[config.mk]
export PLATFORM = sky130hd
export DESIGN_NAME = usg_unattended_start_guard
export DESIGN_NICKNAME = d
export VERILOG_FILES = /design/src/design/usg_unattended_start_guard.v
export VERILOG_INCLUDE_DIRS = /design/src /design/src/design
export SDC_FILE = /design/constraint.sdc
export NUM_CORES = 1
export LEC_CHECK = 0
export ABC_AREA = 1
export BUFFER_PORTS_ARGS = -buffer_cell sky130_fd_sc_hd__buf_2
export CAP_MARGIN = 20
export CELL_PAD_IN_SITES_DETAIL_PLACEMENT = 1
export CELL_PAD_IN_SITES_GLOBAL_PLACEMENT = 1
export CORE_MARGIN = 2
export CORE_UTILIZATION = 35
export CTS_BUF_LIST = sky130_fd_sc_hd__clkbuf_8
export DETAILED_ROUTE_END_ITERATION = 8
export PLACE_DENSITY_LB_ADDON = 0.1
export SLEW_MARGIN = 15
export SYNTH_ARGS = -nofsm -noshare
export SYNTH_HDL_FRONTEND = slang
export SYNTH_SLANG_ARGS = --single-unit
export TNS_END_PERCENT = 50
[constraint.sdc]
create_clock -name clk_sys -period 7.9 [get_ports clk_sys]
set_input_delay 1.185 -clock clk_sys [delete_from_list [all_inputs] [get_ports clk_sys]]
set_output_delay 1.185 -clock clk_sys [all_outputs]
set_load 0.02 [all_outputs]
[src/design/usg_consts.vh]
// constants for the unattended start guard
`ifndef USG_CONSTS_VH
`define USG_CONSTS_VH
// function code that selects the start guard on a multifunction terminal
`define USG_FUNC_START_GUARD   5'h0D
// function code that selects the external fault input
`define USG_FUNC_EXT_FAULT     5'h0C
// function code that selects the reset terminal
`define USG_FUNC_RESET_TERM    5'h12
// fault codes shown on the fault code output
`define USG_CODE_NONE          8'h00
`define USG_CODE_UV            8'h09
`define USG_CODE_EXT           8'h0C
`define USG_CODE_START_GUARD   8'h0D
// power-up settle time before the run request is sampled, in microseconds
`define USG_INIT_TIME_US       10
// controller clock rate in MHz
`define USG_CLK_MHZ            40
// settle time in cycles, a least time so the product is exact
`define USG_INIT_CYCLES        (`USG_INIT_TIME_US * `USG_CLK_MHZ)
`endif

[src/design/usg_unattended_start_guard.v]
// start interlock of a motor drive: power-up run check and latched trip
// Summary of operation
// - guard off and run present at power-up: motor starts at once.
// - guard on: no automatic start at power-up.
// - run active right after power-up with guard on raises the trip.
// - trip reported as fault code 13 and held as active fault.
// - trip clears when run request drops; fresh run then accepted.
// - trip also clears on reset terminal or keypad stop/reset.
// - reset-cleared trip with run still held restarts motor at once.
// - after undervoltage trip cleared by reset, guard check still applies.
// - guard input is function code 13 on any of eight terminals.
// - after external trip cancel with guard on, no self restart.
`include "usg_consts.vh"
`default_nettype none

module usg_unattended_start_guard #(
   parameter N_TERM      = 8,
   parameter INIT_CYCLES = `USG_INIT_CYCLES
) (
   input  wire              clk_sys,          // controller clock, 40 MHz
   input  wire              reset_n,          // power-on reset, active low
   input  wire [N_TERM-1:0] term_in,          // multifunction input pins
   input  wire [5*N_TERM-1:0] input_terminal_function_select, // 5b each
   input  wire              run_request,      // run command pin
   input  wire              keypad_reset,     // keypad stop/reset key
   input  wire              undervoltage,     // supply undervoltage flag
   output reg               motor_drive,      // drive the motor
   output reg               alarm_out,        // alarm output
   output reg  [7:0]        fault_code        // active fault code
);

   ////////////////////////////////////////////////////////////////////
   // reset release and input synchronisers
   reg              rst_meta;
   reg              rst_sync;
   reg [N_TERM+2:0] in_meta;
   reg [N_TERM+2:0] in_sync;

   always @(posedge clk_sys or negedge reset_n) begin
      if (!reset_n) begin
         rst_meta <= 1'b0;
         rst_sync <= 1'b0;
      end else begin
         rst_meta <= 1'b1;
         rst_sync <= rst_meta;
      end
   end

   // pins come from outside the clock domain, so two flops each
   always @(posedge clk_sys or negedge rst_sync) begin
      if (!rst_sync) begin
         in_meta <= {(N_TERM+3){1'b0}};
         in_sync <= {(N_TERM+3){1'b0}};
      end else begin
         in_meta <= {undervoltage, keypad_reset, run_request, term_in};
         in_sync <= in_meta;
      end
   end

   wire [N_TERM-1:0] term_s = in_sync[N_TERM-1:0];
   wire run_s = in_sync[N_TERM];
   wire key_s = in_sync[N_TERM+1];
   wire uv_s  = in_sync[N_TERM+2];

   ////////////////////////////////////////////////////////////////////
   // terminal function decode, shared by all three functions
   function func_active;
      input [N_TERM-1:0]   pins;
      input [5*N_TERM-1:0] sel;
      input [4:0]          code;
      integer i;
      begin
         func_active = 1'b0;
         for (i = 0; i < N_TERM; i = i + 1)
            if (sel[5*i +: 5] == code && pins[i])
               func_active = 1'b1;
      end
   endfunction

   wire guard_on = func_active(term_s, input_terminal_function_select,
                               `USG_FUNC_START_GUARD);
   wire ext_s    = func_active(term_s, input_terminal_function_select,
                               `USG_FUNC_EXT_FAULT);
   wire rst_term = func_active(term_s, input_terminal_function_select,
                               `USG_FUNC_RESET_TERM);
   wire any_reset = rst_term | key_s;

   ////////////////////////////////////////////////////////////////////
   // edge history
   reg run_d;
   reg ext_d;
   reg rst_d;
   always @(posedge clk_sys or negedge rst_sync) begin
      if (!rst_sync) begin
         run_d <= 1'b0;
         ext_d <= 1'b0;
         rst_d <= 1'b0;
      end else begin
         run_d <= run_s;
         ext_d <= ext_s;
         rst_d <= any_reset;
      end
   end
   wire run_rise  = run_s & ~run_d;
   wire ext_rise  = ext_s & ~ext_d;
   wire rst_fall  = ~any_reset & rst_d;

   ////////////////////////////////////////////////////////////////////
   // power-up settle counter; a long count, so it is a parameter
   reg [31:0] init_cnt;
   wire       init_done = (init_cnt == INIT_CYCLES);
   always @(posedge clk_sys or negedge rst_sync) begin
      if (!rst_sync)
         init_cnt <= 32'h0000_0000;
      else if (!init_done)
         init_cnt <= init_cnt + 32'h0000_0001;
   end

   ////////////////////////////////////////////////////////////////////
   // state machine, one-hot
   localparam [4:0] ST_INIT  = 5'h01;
   localparam [4:0] ST_STOP  = 5'h02;
   localparam [4:0] ST_RUN   = 5'h04;
   localparam [4:0] ST_GUARD = 5'h08;
   localparam [4:0] ST_TRIP  = 5'h10;

   reg [4:0] state;
   reg [4:0] next_state;
   reg [7:0] trip_code;
   reg [7:0] next_trip_code;
   reg       uv_reset;      // undervoltage reset pending: re-check run
   reg       next_uv_reset;

   always @* begin
      next_state     = state;
      next_trip_code = trip_code;
      next_uv_reset  = uv_reset;
      case (state)
         ST_INIT: begin
            if (init_done) begin
               // one sample of run after init is the power-up run state
               if (run_s && guard_on) begin
                  next_state     = ST_GUARD;
               end else if (run_s) begin
                  next_state = ST_RUN;
               end else begin
                  next_state = ST_STOP;
               end
            end
         end
         ST_STOP: begin
            if (run_rise) begin
               next_state = ST_RUN;
            end else if (any_reset && run_s) begin
               // run held through a cancelled trip: a fresh reset restarts
               next_state = ST_RUN;
            end
         end
         ST_RUN: begin
            if (!run_s)
               next_state = ST_STOP;
         end
         ST_GUARD: begin
            // trip latched; run drop clears quietly, reset restarts
            if (!run_s) begin
               next_state = ST_STOP;
            end else if (any_reset) begin
               next_state = ST_RUN;
            end
         end
         ST_TRIP: begin
            // general trip: cleared only when the reset is let go
            if (rst_fall) begin
               if (uv_reset && guard_on && run_s) begin
                  next_state = ST_GUARD;
               end else if (guard_on) begin
                  next_state = ST_STOP;
               end else if (run_s) begin
                  next_state = ST_RUN;
               end else begin
                  next_state = ST_STOP;
               end
               next_uv_reset = 1'b0;
            end
         end
         default: begin
            next_state = ST_INIT;
         end
      endcase
      // fault sources override the normal states
      if (state != ST_INIT && state != ST_TRIP) begin
         if (uv_s) begin
            next_state     = ST_TRIP;
            next_trip_code = `USG_CODE_UV;
            next_uv_reset  = 1'b1;
         end else if (ext_rise) begin
            next_state     = ST_TRIP;
            next_trip_code = `USG_CODE_EXT;
         end
      end
   end

   always @(posedge clk_sys or negedge rst_sync) begin
      if (!rst_sync) begin
         state     <= ST_INIT;
         trip_code <= `USG_CODE_NONE;
         uv_reset  <= 1'b0;
      end else begin
         state     <= next_state;
         trip_code <= next_trip_code;
         uv_reset  <= next_uv_reset;
      end
   end

   ////////////////////////////////////////////////////////////////////
   // registered outputs follow the next state
   always @(posedge clk_sys or negedge rst_sync) begin
      if (!rst_sync) begin
         motor_drive <= 1'b0;
         alarm_out   <= 1'b0;
         fault_code  <= `USG_CODE_NONE;
      end else begin
         motor_drive <= (next_state == ST_RUN);
         alarm_out   <= (next_state == ST_GUARD) ||
                        (next_state == ST_TRIP);
         if (next_state == ST_GUARD)
            fault_code <= `USG_CODE_START_GUARD;
         else if (next_state == ST_TRIP)
            fault_code <= next_trip_code;
         else
            fault_code <= `USG_CODE_NONE;
      end
   end

endmodule // usg_unattended_start_guard

`default_nettype wire

# Word-level counts from Yosys, hierarchy flattened
# Cells that the tools add are included.
[classes]
muxes = 48
div_mod_pow = 0
reduce_logical = 30
bitwise_logic = 7
eq_ne = 35
multipliers = 0
n_addsub = 1
shifts = 0
n_lt_le_gt_ge = 0
[op_table]
columns = ["op", "count"]
rows = [
  ["$eq A5 B4 Y1 const B", 18],
  ["$mux W5", 12],
  ["$eq A5 B5 Y1 const B", 10],
  ["$mux W8", 5],
  ["$add A32 B1 Y32 const B", 1],
  ["$eq A32 B9 Y1 const B", 1],
  ["$logic_and A1 B1 Y1", 29],
  ["$mux W1", 28],
  ["$pmux W5 S5", 1],
  ["$eq A5 B3 Y1 const B", 2],
  ["$eq A5 B1 Y1 const B", 1],
  ["$eq A5 B2 Y1 const B", 1],
  ["$ne A5 B1 Y1 const B", 1],
  ["$ne A5 B5 Y1 const B", 1],
  ["$mux W4", 1],
  ["$and A1 B1 Y1", 3],
  ["$mux W3", 1],
  ["$not A1 Y1", 3],
  ["$logic_or A1 B1 Y1", 1],
  ["$or A1 B1 Y1", 1],
]
[totals]
wordCells = 135
latch_bits = 0
n_memories = 0
mem_bits_rw = 0
inputBits = 53
rom_bits = 0
register_bits = 83
out_inout_bits = 10

# Depth between registers and ports, before layout
# Gate-level depths: netlist (run 1).
[depth]
depth_word = 21
ltp_mapped = 14

# Worst setup path before layout (run 1)
# No wires, ideal clock.
[synth_timing]
kind = "input port to flip-flop"
from = "input port input_terminal_function_select[29]"
to = "register alarm_out"
cell_stages = 14
arrival_time_ns = 2.200
setup_ns = 0.119
path_slack_ns = 5.581
path_buffers = 0
cell_sequence = "inv_1 -> nand2_1 -> nor2_1 -> nand2_1 -> o21ai_0 -> nor2_1 -> nand2_1 -> nand2_1 -> nand2_2 -> inv_1 -> nand2_1 -> inv_1 -> nand2_2 -> nand2_1"
[synth_rtl]
columns = ["item", "line", "source"]
rows = [
  ["start: declaration", "usg_unattended_start_guard.v:23", "input wire [5*N_TERM-1:0] input_terminal_function_select,"],
  ["$eq A5 B4 Y1 *", "usg_unattended_start_guard.v:75", "if (sel[5*i +: 5] == code && pins[i])"],
  ["$logic_and A1 B1 Y1 *", "usg_unattended_start_guard.v:75", ""],
  ["$mux W1 * (3 in series)", "usg_unattended_start_guard.v:75", ""],
  ["net ext_s", "usg_unattended_start_guard.v:82", "wire ext_s = func_active(term_s, input_terminal_function_select,"],
  ["$and A1 B1 Y1 *", "usg_unattended_start_guard.v:105", "wire ext_rise = ext_s & ~ext_d;"],
  ["$mux W5 *", "usg_unattended_start_guard.v:196", "end else if (ext_rise) begin"],
  ["$mux W5 *", "usg_unattended_start_guard.v:192", "if (uv_s) begin"],
  ["$mux W5 *", "usg_unattended_start_guard.v:191", "if (state != ST_INIT && state != ST_TRIP) begin"],
  ["$eq A5 B4 Y1 or $eq A5 B5 Y1 (tied branches)", "usg_unattended_start_guard.v:224, usg_unattended_start_guard.v:225", ""],
  ["$logic_or A1 B1 Y1 *", "usg_unattended_start_guard.v:224", "alarm_out <= (next_state == ST_GUARD) ||"],
  ["end signal: assignment", "usg_unattended_start_guard.v:224", ""],
  ["end: declaration", "usg_unattended_start_guard.v:28", "output reg alarm_out,"],
]
# Mark *: on every way through the listed nets, which the timed path passes. The rest lies on a longest branch.
# A chain may end at the register's enable or synchronous reset.

# Worst setup path in the final report (run 1)
[layout_timing]
from = "input port input_terminal_function_select[31]"
to = "register alarm_out"
[layout_rtl]
columns = ["item", "line"]
rows = [
  ["$eq A5 B4 Y1 *", "usg_unattended_start_guard.v:75"],
  ["$logic_and A1 B1 Y1 *", "usg_unattended_start_guard.v:75"],
  ["$mux W1 * (2 in series)", "usg_unattended_start_guard.v:75"],
  ["net ext_s", "usg_unattended_start_guard.v:82"],
  ["$and A1 B1 Y1 *", "usg_unattended_start_guard.v:105"],
  ["$mux W5 *", "usg_unattended_start_guard.v:196"],
  ["$mux W5 *", "usg_unattended_start_guard.v:192"],
  ["$mux W5 *", "usg_unattended_start_guard.v:191"],
  ["$eq A5 B4 Y1 or $eq A5 B5 Y1 (tied branches)", "usg_unattended_start_guard.v:224, usg_unattended_start_guard.v:225"],
  ["$logic_or A1 B1 Y1 *", "usg_unattended_start_guard.v:224"],
]
# Marks and branches as above.

==> impl_metrics.toml, run 1 <==
[final_layout]
stdcell_count = 700
drive_above_1_share_pct = 18.9
finalInstanceArea_um2 = 4720
area_delta_synth_final_pct = 17.5
n_antenna_cell = 0
final_net_count = 607

[critical_path]
start_kind = "primary input"
critical_path_class = "primary input to flip-flop"
crit_top_cell = "nand2_1"
cp_slowest_cell = "nor3b_1"
crit_path_cell_trace = "buf_2 -> nor3b_1 -> nand2_1 -> nand2_1 -> nor2_1 -> nand2_1 -> nand2_1 -> nand2_2 -> inv_1 -> nand2_1 -> inv_1 -> nand2_2 -> nand2_1"
worstPathMaxFanout = 8
crit_family = "simple AND/OR/NAND/NOR gates"
path_buf_inv = 3
max_stage_delay_ps = 250
crit_arrival_ps = 2550
cp.required_ps = 8170
critPathCaptureType = "flip-flop"

[routing]
postRouteAntennaNets = 0
route.met2.wl_um = 4630
wl_met3_um = 305
drtIter0Drc = 79
routed_via_density = 4.55
totalWireLength_um = 9470
top_layer_used = "met4"
firstDrtPassIters = 4
vias = 3187
routedLengthMet1_um = 4350
drc = 0
wl_per_cell_um = 13.5

[logic_synthesis]
synthAdderAreaFrac_pct = 0.622
synth_flop_cell = "dfrtp_1"
async_reset_ff_share_pct = 100
synth_xor_area_share_pct = 6.75
synth-compound-area-share_pct = 1.68
synth_area_leaders = "dfrtp_1, nand2_1, nor2_1"
yosys.area_share.simple_pct = 31.4
yosysMostFrequentCell = "nand2_1"
synthCells = 478
yosysSeqAreaShare_pct = 51.7
yosysUniqueCellTypes = 32
synth.area.mux_share_pct = 0.280
synth_largest_area_cell = "dfrtp_1"
synth_top_cell_area_share_pct = 51.0
synth_common_cells = "nand2_1, dfrtp_1, nor2_1, inv_1, nand3_1"
synth_edf_count = 0
mappedNetlistNets = 533
synth_area_um2 = 4020
ys_ff_latch = 83
yosys_warnings = 0
synth_top_family_by_area = "simple AND/OR/NAND/NOR gates"
avgSynthCellArea_um2 = 8.41

[cts]
hold_buffers = 0
htreeDepth = 3
clk_latency_ps = 380
cts_resized = 0
tritoncts = "built"
cts-root-buf = "clkbuf_8"
numCtsBuffers = 9
clock_sinks = 83
postCtsSetupRepairBufs = 0
path_clk_slew_ps = 90
clockBufferDepth = 2

[sta]
hold_viol = 0
finalMaxSlewViolations = 0
timing.final.crit_share_pct = 29.0
postLayoutSetupSlackWorst_ps = 5610
relSlewSlack_pct = 41.8
rsz0062_at_grt = "false"
period_needed_ps = 2290
finalClockSkew_ps = 8.41
fmax_ghz = 0.437
finalSetupTns_ps = 0
setup_viol = 0
tightest_slew_ps = 872

[worst_hold_path]
holdCritPathClass = "flip-flop to asynchronous set/reset pin"

[power_and_ir_drop]
finalPower_mw = 0.937
p_per_area_nw_per_um2 = 198
ir_worst_vdd_uv = 150
power_leakage_nw = 2.46

[status]
status = "completed"

[placement]
place_area_um2 = 4520
dp.cells = 684
dp_slack_ps = 5160
dp.final_hpwl_um = 7440
routabilityCongestion = 0.759
io_buffer_count = 62

[floorplan]
pin_count = 63
die_area_um2 = 12400
die_y_um = 111
die_x_um = 111
start_util_pct = 35.5
row_count = 39
core_um2 = 11300

[grt]
overflow = 0
grtUsageTotal_pct = 17.0
grt_start_max_net_pins = 68
grt_pass1_vias = 3475
antenna_found_initial = 0
grt_pass1_wl_um = 16600

[flow_run]
max-cap-violations = 0
-- area by class of cell --
class | instances | area (um2)
Clock buffer | 10 | 138
Sequential cell | 83 | 2080
Tap cell | 143 | 179
Multi-Input combinational cell | 315 | 1640
Clock inverter | 6 | 66.3
Fill cell | 1391 | 6600
Timing Repair Buffer | 63 | 318
Inverter | 80 | 300
-- routing by layer --
| metal | track usage, % | up-vias |
|---|---|---|
| li1 | - | 1627 |
| met1 | 21.1 | 1514 |
| met2 | 28.4 | 31 |
| met3 | 5.14 | 15 |
| met4 | 5.60 | 0 |
| met5 | 0 | - |
-- metrics by stage --
stage               hold slack (ps)  utilization (%)
floorplan                       331                -
global placement                178             39.9
detailed placement              182             39.9
CTS                             185             41.7
global route                    204             41.7
finish                          173             41.7
-- cell families (layout without fill, tap and decap cells) --
kind of cell | after synthesis | after routing
fa+ha+maj | 2 | 2
mux | 1 | 1
buf+inv | 80 | 159
other cells | 1 | 1
compound gates | 13 | 13
xor+xnor | 31 | 31
simple gates | 267 | 267
flops | 83 | 83
-- cell usage in the layout, fill, tap and decap left out, drive strengths merged, types with 7 or more instances in the layout --
| cell | instances |
|---|---|
| nand2 | 102 |
| nor2 | 87 |
| dfrtp | 82 |
| inv | 81 |
| buf | 63 |
| nand3 | 32 |
| xor2 | 27 |
| nand4 | 17 |
| nor3 | 14 |
| clkbuf | 10 |
| nor4 | 7 |
-- report_power, final --
part / total, mW / switching [mW] / internal (mW) / leakage (nW)
Clock: 0.318 / 0.164 / 0.155 / 0.0999
Sequential: 0.468 / 0.0120 / 0.456 / 1.06
Combinational: 0.151 / 0.105 / 0.0462 / 1.30
-- state kept, by name (all words and copies together) (netlist names) --
signal       cells
fault_code       8
in_meta         11
rst_d            1
rst_sync         1
in_sync         11
init_cnt        32
run_d            1
uv_reset         1
trip_code        8
rst_meta         1
motor_drive      1
state            5
alarm_out        1
ext_d            1
-- worst paths after layout --
check	slack (ps)	from	depth (start not counted)	to
max in group asynchronous	6600	rst_sync$_DFF_PN0_	1	init_cnt[14]$_DFFE_PN0P_
hold reg to reg	170	rst_sync$_DFF_PN0_	0	in_sync[4]$_DFF_PN0_
setup reg to reg	6030	init_cnt[1]$_DFFE_PN0P_	8	init_cnt[18]$_DFFE_PN0P_
min in group clk_sys	350	in_meta[0]$_DFF_PN0_	0	in_sync[0]$_DFF_PN0_
hold / removal	170	rst_sync$_DFF_PN0_	0	in_sync[4]$_DFF_PN0_
setup / recovery	5610	input_terminal_function_select[31]	13	alarm_out$_DFF_PN0_
Power figures use the tool's default switching activity.
==> inputs of run 2 (changes only) <==
clock period = 2.1 ns   (was 7.9 ns; I/O delays follow)
==> run 2 against run 1 <==
Against the previous run: utilization is 0.088 points higher; clock-buffer cell count is 1 lower; first-iteration DRC count is 11% higher; critical endpoint unchanged; design area is 0.21% higher; register-to-register slack worse by 5700 ps; clock skew is 0.64 ps lower; wire length is 2.6% higher; global-route usage is 0.38 points higher; sequential share of layout area is 0.093 points lower; flip-flop and latch count stayed put.
==> impl_metrics.toml, run 2 (synthesis results as in run 1) <==
[power_and_ir_drop]
ir_worst_vdd_uv = 470
p_switching_mw = 1.05
p_per_area_nw_per_um2 = 711
comb_power_share_pct = 16.9
p_seq_share_pct = 52.5
clock_power_share_pct = 30.6
internal-power_mw = 2.32
power_leakage_nw = 2.47
swShare_pct = 31.1

[critical_path]
crit_top_cell = "nand2_1"
crit_path_cell_trace = "inv_1 -> nand3_1 -> nor3_1 -> nand2_1 -> nor2_4 -> nand2_1 -> nor2_1 -> nor2_1 -> nand2_1 -> nand2_2 -> nand2_1"
r2r_setup_slack_ps = 310
start_kind = "flip-flop"
crit_arrival_ps = 2100
crit_family = "simple AND/OR/NAND/NOR gates"
cp.depth = 11
crit_path_end = "alarm_out$_DFF_PN0_"
crit_path_start = "init_cnt[5]$_DFFE_PN0P_"
path_buf_inv = 1
reg2reg_to = "alarm_out$_DFF_PN0_"
cp_slowest_cell = "dfrtp_1"
r2r-start = "init_cnt[5]$_DFFE_PN0P_"
max_stage_delay_ps = 410
rr_worst_depth = 11
critical_path_class = "flip-flop to flip-flop"
worstPathMaxFanout = 5
cp.required_ps = 2410
critPathCaptureType = "flip-flop"

[sta]
setup_viol = 0
finalMaxSlewViolations = 0
finalClockSkew_ps = 7.76
hold_viol = 0
finalSetupTns_ps = 0
fmax_ghz = 0.559
period_needed_ps = 1790
rsz0062_at_grt = "false"
hold_ws_ps = 50.0
timing.final.crit_share_pct = 85.2

[grt]
grt_start_max_net_pins = 38
grtUsageTotal_pct = 17.4
grt_use_met1_pct = 21.9
grt_pass1_vias = 3632
grt_use_met3_pct = 5.69
antenna_found_initial = 0
met2_usage_pct = 29.1
overflow = 0
grt_busiest_layer = "met2"
grt_pass1_wl_um = 17200

[floorplan]
die_x_um = 111
core_um2 = 11300
pin_count = 63
start_util_pct = 35.5
row_count = 39
die_area_um2 = 12400
die_y_um = 111

[cts]
tritoncts = "built"
clk_latency_ps = 360
cts-root-buf = "clkbuf_8"
htreeDepth = 3
postCtsSetupRepairBufs = 0
clockBufferDepth = 2
numCtsBuffers = 9
path_clk_slew_ps = 90
clock_sinks = 83

[placement]
dp.final_hpwl_um = 7830
routabilityCongestion = 0.781
io_buffer_count = 62

[worst_hold_path]
holdCritPathClass = "primary input to flip-flop"

[final_layout]
reg_top3 = "init_cnt x32, in_meta x11, in_sync x11"
drive_above_1_share_pct = 19.4
area_delta_synth_final_pct = 17.8
largest_reg_flops = 32
largest-register = "init_cnt"
fin_util_pct = 41.8
final_common_cell = "nand2_1"
n_fill_cell = 1409
final_cell_mix = "nand2_1, dfrtp_1, inv_1, nor2_1, buf_2"
final_net_count = 612
n_antenna_cell = 0

[routing]
routed_via_density = 4.58
vias = 3232
firstDrtPassIters = 4
drc = 0
postRouteAntennaNets = 0
wl_per_cell_um = 13.8
drtIter0Drc = 88
totalWireLength_um = 9710

[flow_run]
max-cap-violations = 0

[status]
status = "completed"
run 2: cell types whose count changed in the layout (fill, tap and decap cells not counted):
cell / previous run / this run
clkinvlp_4: 2 / 3
dlygate4sd3_1: 0 / 1
nor2_4: 3 / 4
clkinv_2: 0 / 2
inv_6: 0 / 1
bufinv_16: 1 / 0
clkinv_4: 2 / 0
clkbuf_8: 10 / 9
nor2_2: 4 / 3
buf_4: 1 / 5
run 2: power groups by stage:
stage | clock network [mW] | logic, mW | registers (mW)
after floorplan | 0 | 0.310 | 1.85
after global placement | 0 | 0.560 | 1.80
after detailed placement | 0 | 0.581 | 1.80
after CTS | 1.10 | 0.586 | 1.77
after global routing | 1.15 | 0.658 | 1.78
final | 1.03 | 0.568 | 1.77
run 2: cell type report:
| type | count | area (um2) | area share [%] |
|---|---|---|---|
| well taps | 143 | 179 | 3.78 |
| inverters | 80 | 300 | 6.34 |
| repair buffers | 68 | 358 | 7.56 |
| multi-input cells | 315 | 1650 | 34.8 |
| clock buffers | 9 | 124 | 2.62 |
| clock inverters | 7 | 45.0 | 0.951 |
| flip-flops and latches | 83 | 2080 | 44.0 |
run 2: repair_timing:
item,in CTS,in global routing
setup endpoints to repair,0,2
hold buffers,1,0
resized for setup,0,1
hold endpoints to repair,2,0
run 2: per-stage QoR:
stage                     area (um2)  setup slack [ps]  total power [mW]  instances
after floorplan                 4020               526              2.16        478
after global placement          4550               283              2.36        688
final                           4730               310              3.36        705
after CTS                       4730               252              3.45        705
after detailed placement        4550               199              2.38        688
after global routing            4730              33.1              3.59        705
run 2: routing by layer:
| metal | routed length, um | up-vias |
|---|---|---|
| li1 | - | 1643 |
| met1 | 4420 | 1554 |
| met2 | 4850 | 28 |
| met3 | 335 | 7 |
| met4 | 114 | 0 |
| met5 | 0 | - |
run 2: worst min-delay path by stage:
| stage | slack (ps) | cells past startpoint | start | end |
|---|---|---|---|---|
| after floorplan | 20 | 0 | reset_n | rst_meta$_DFF_PN0_ |
| after global placement | 100 | 1 | reset_n | rst_meta$_DFF_PN0_ |
| after detailed placement | 100 | 1 | reset_n | rst_meta$_DFF_PN0_ |
| after CTS | 20 | 1 | run_request | in_meta[8]$_DFF_PN0_ |
| after global routing | 20 | 1 | term_in[0] | in_meta[0]$_DFF_PN0_ |
| final | 50 | 1 | run_request | in_meta[8]$_DFF_PN0_ |
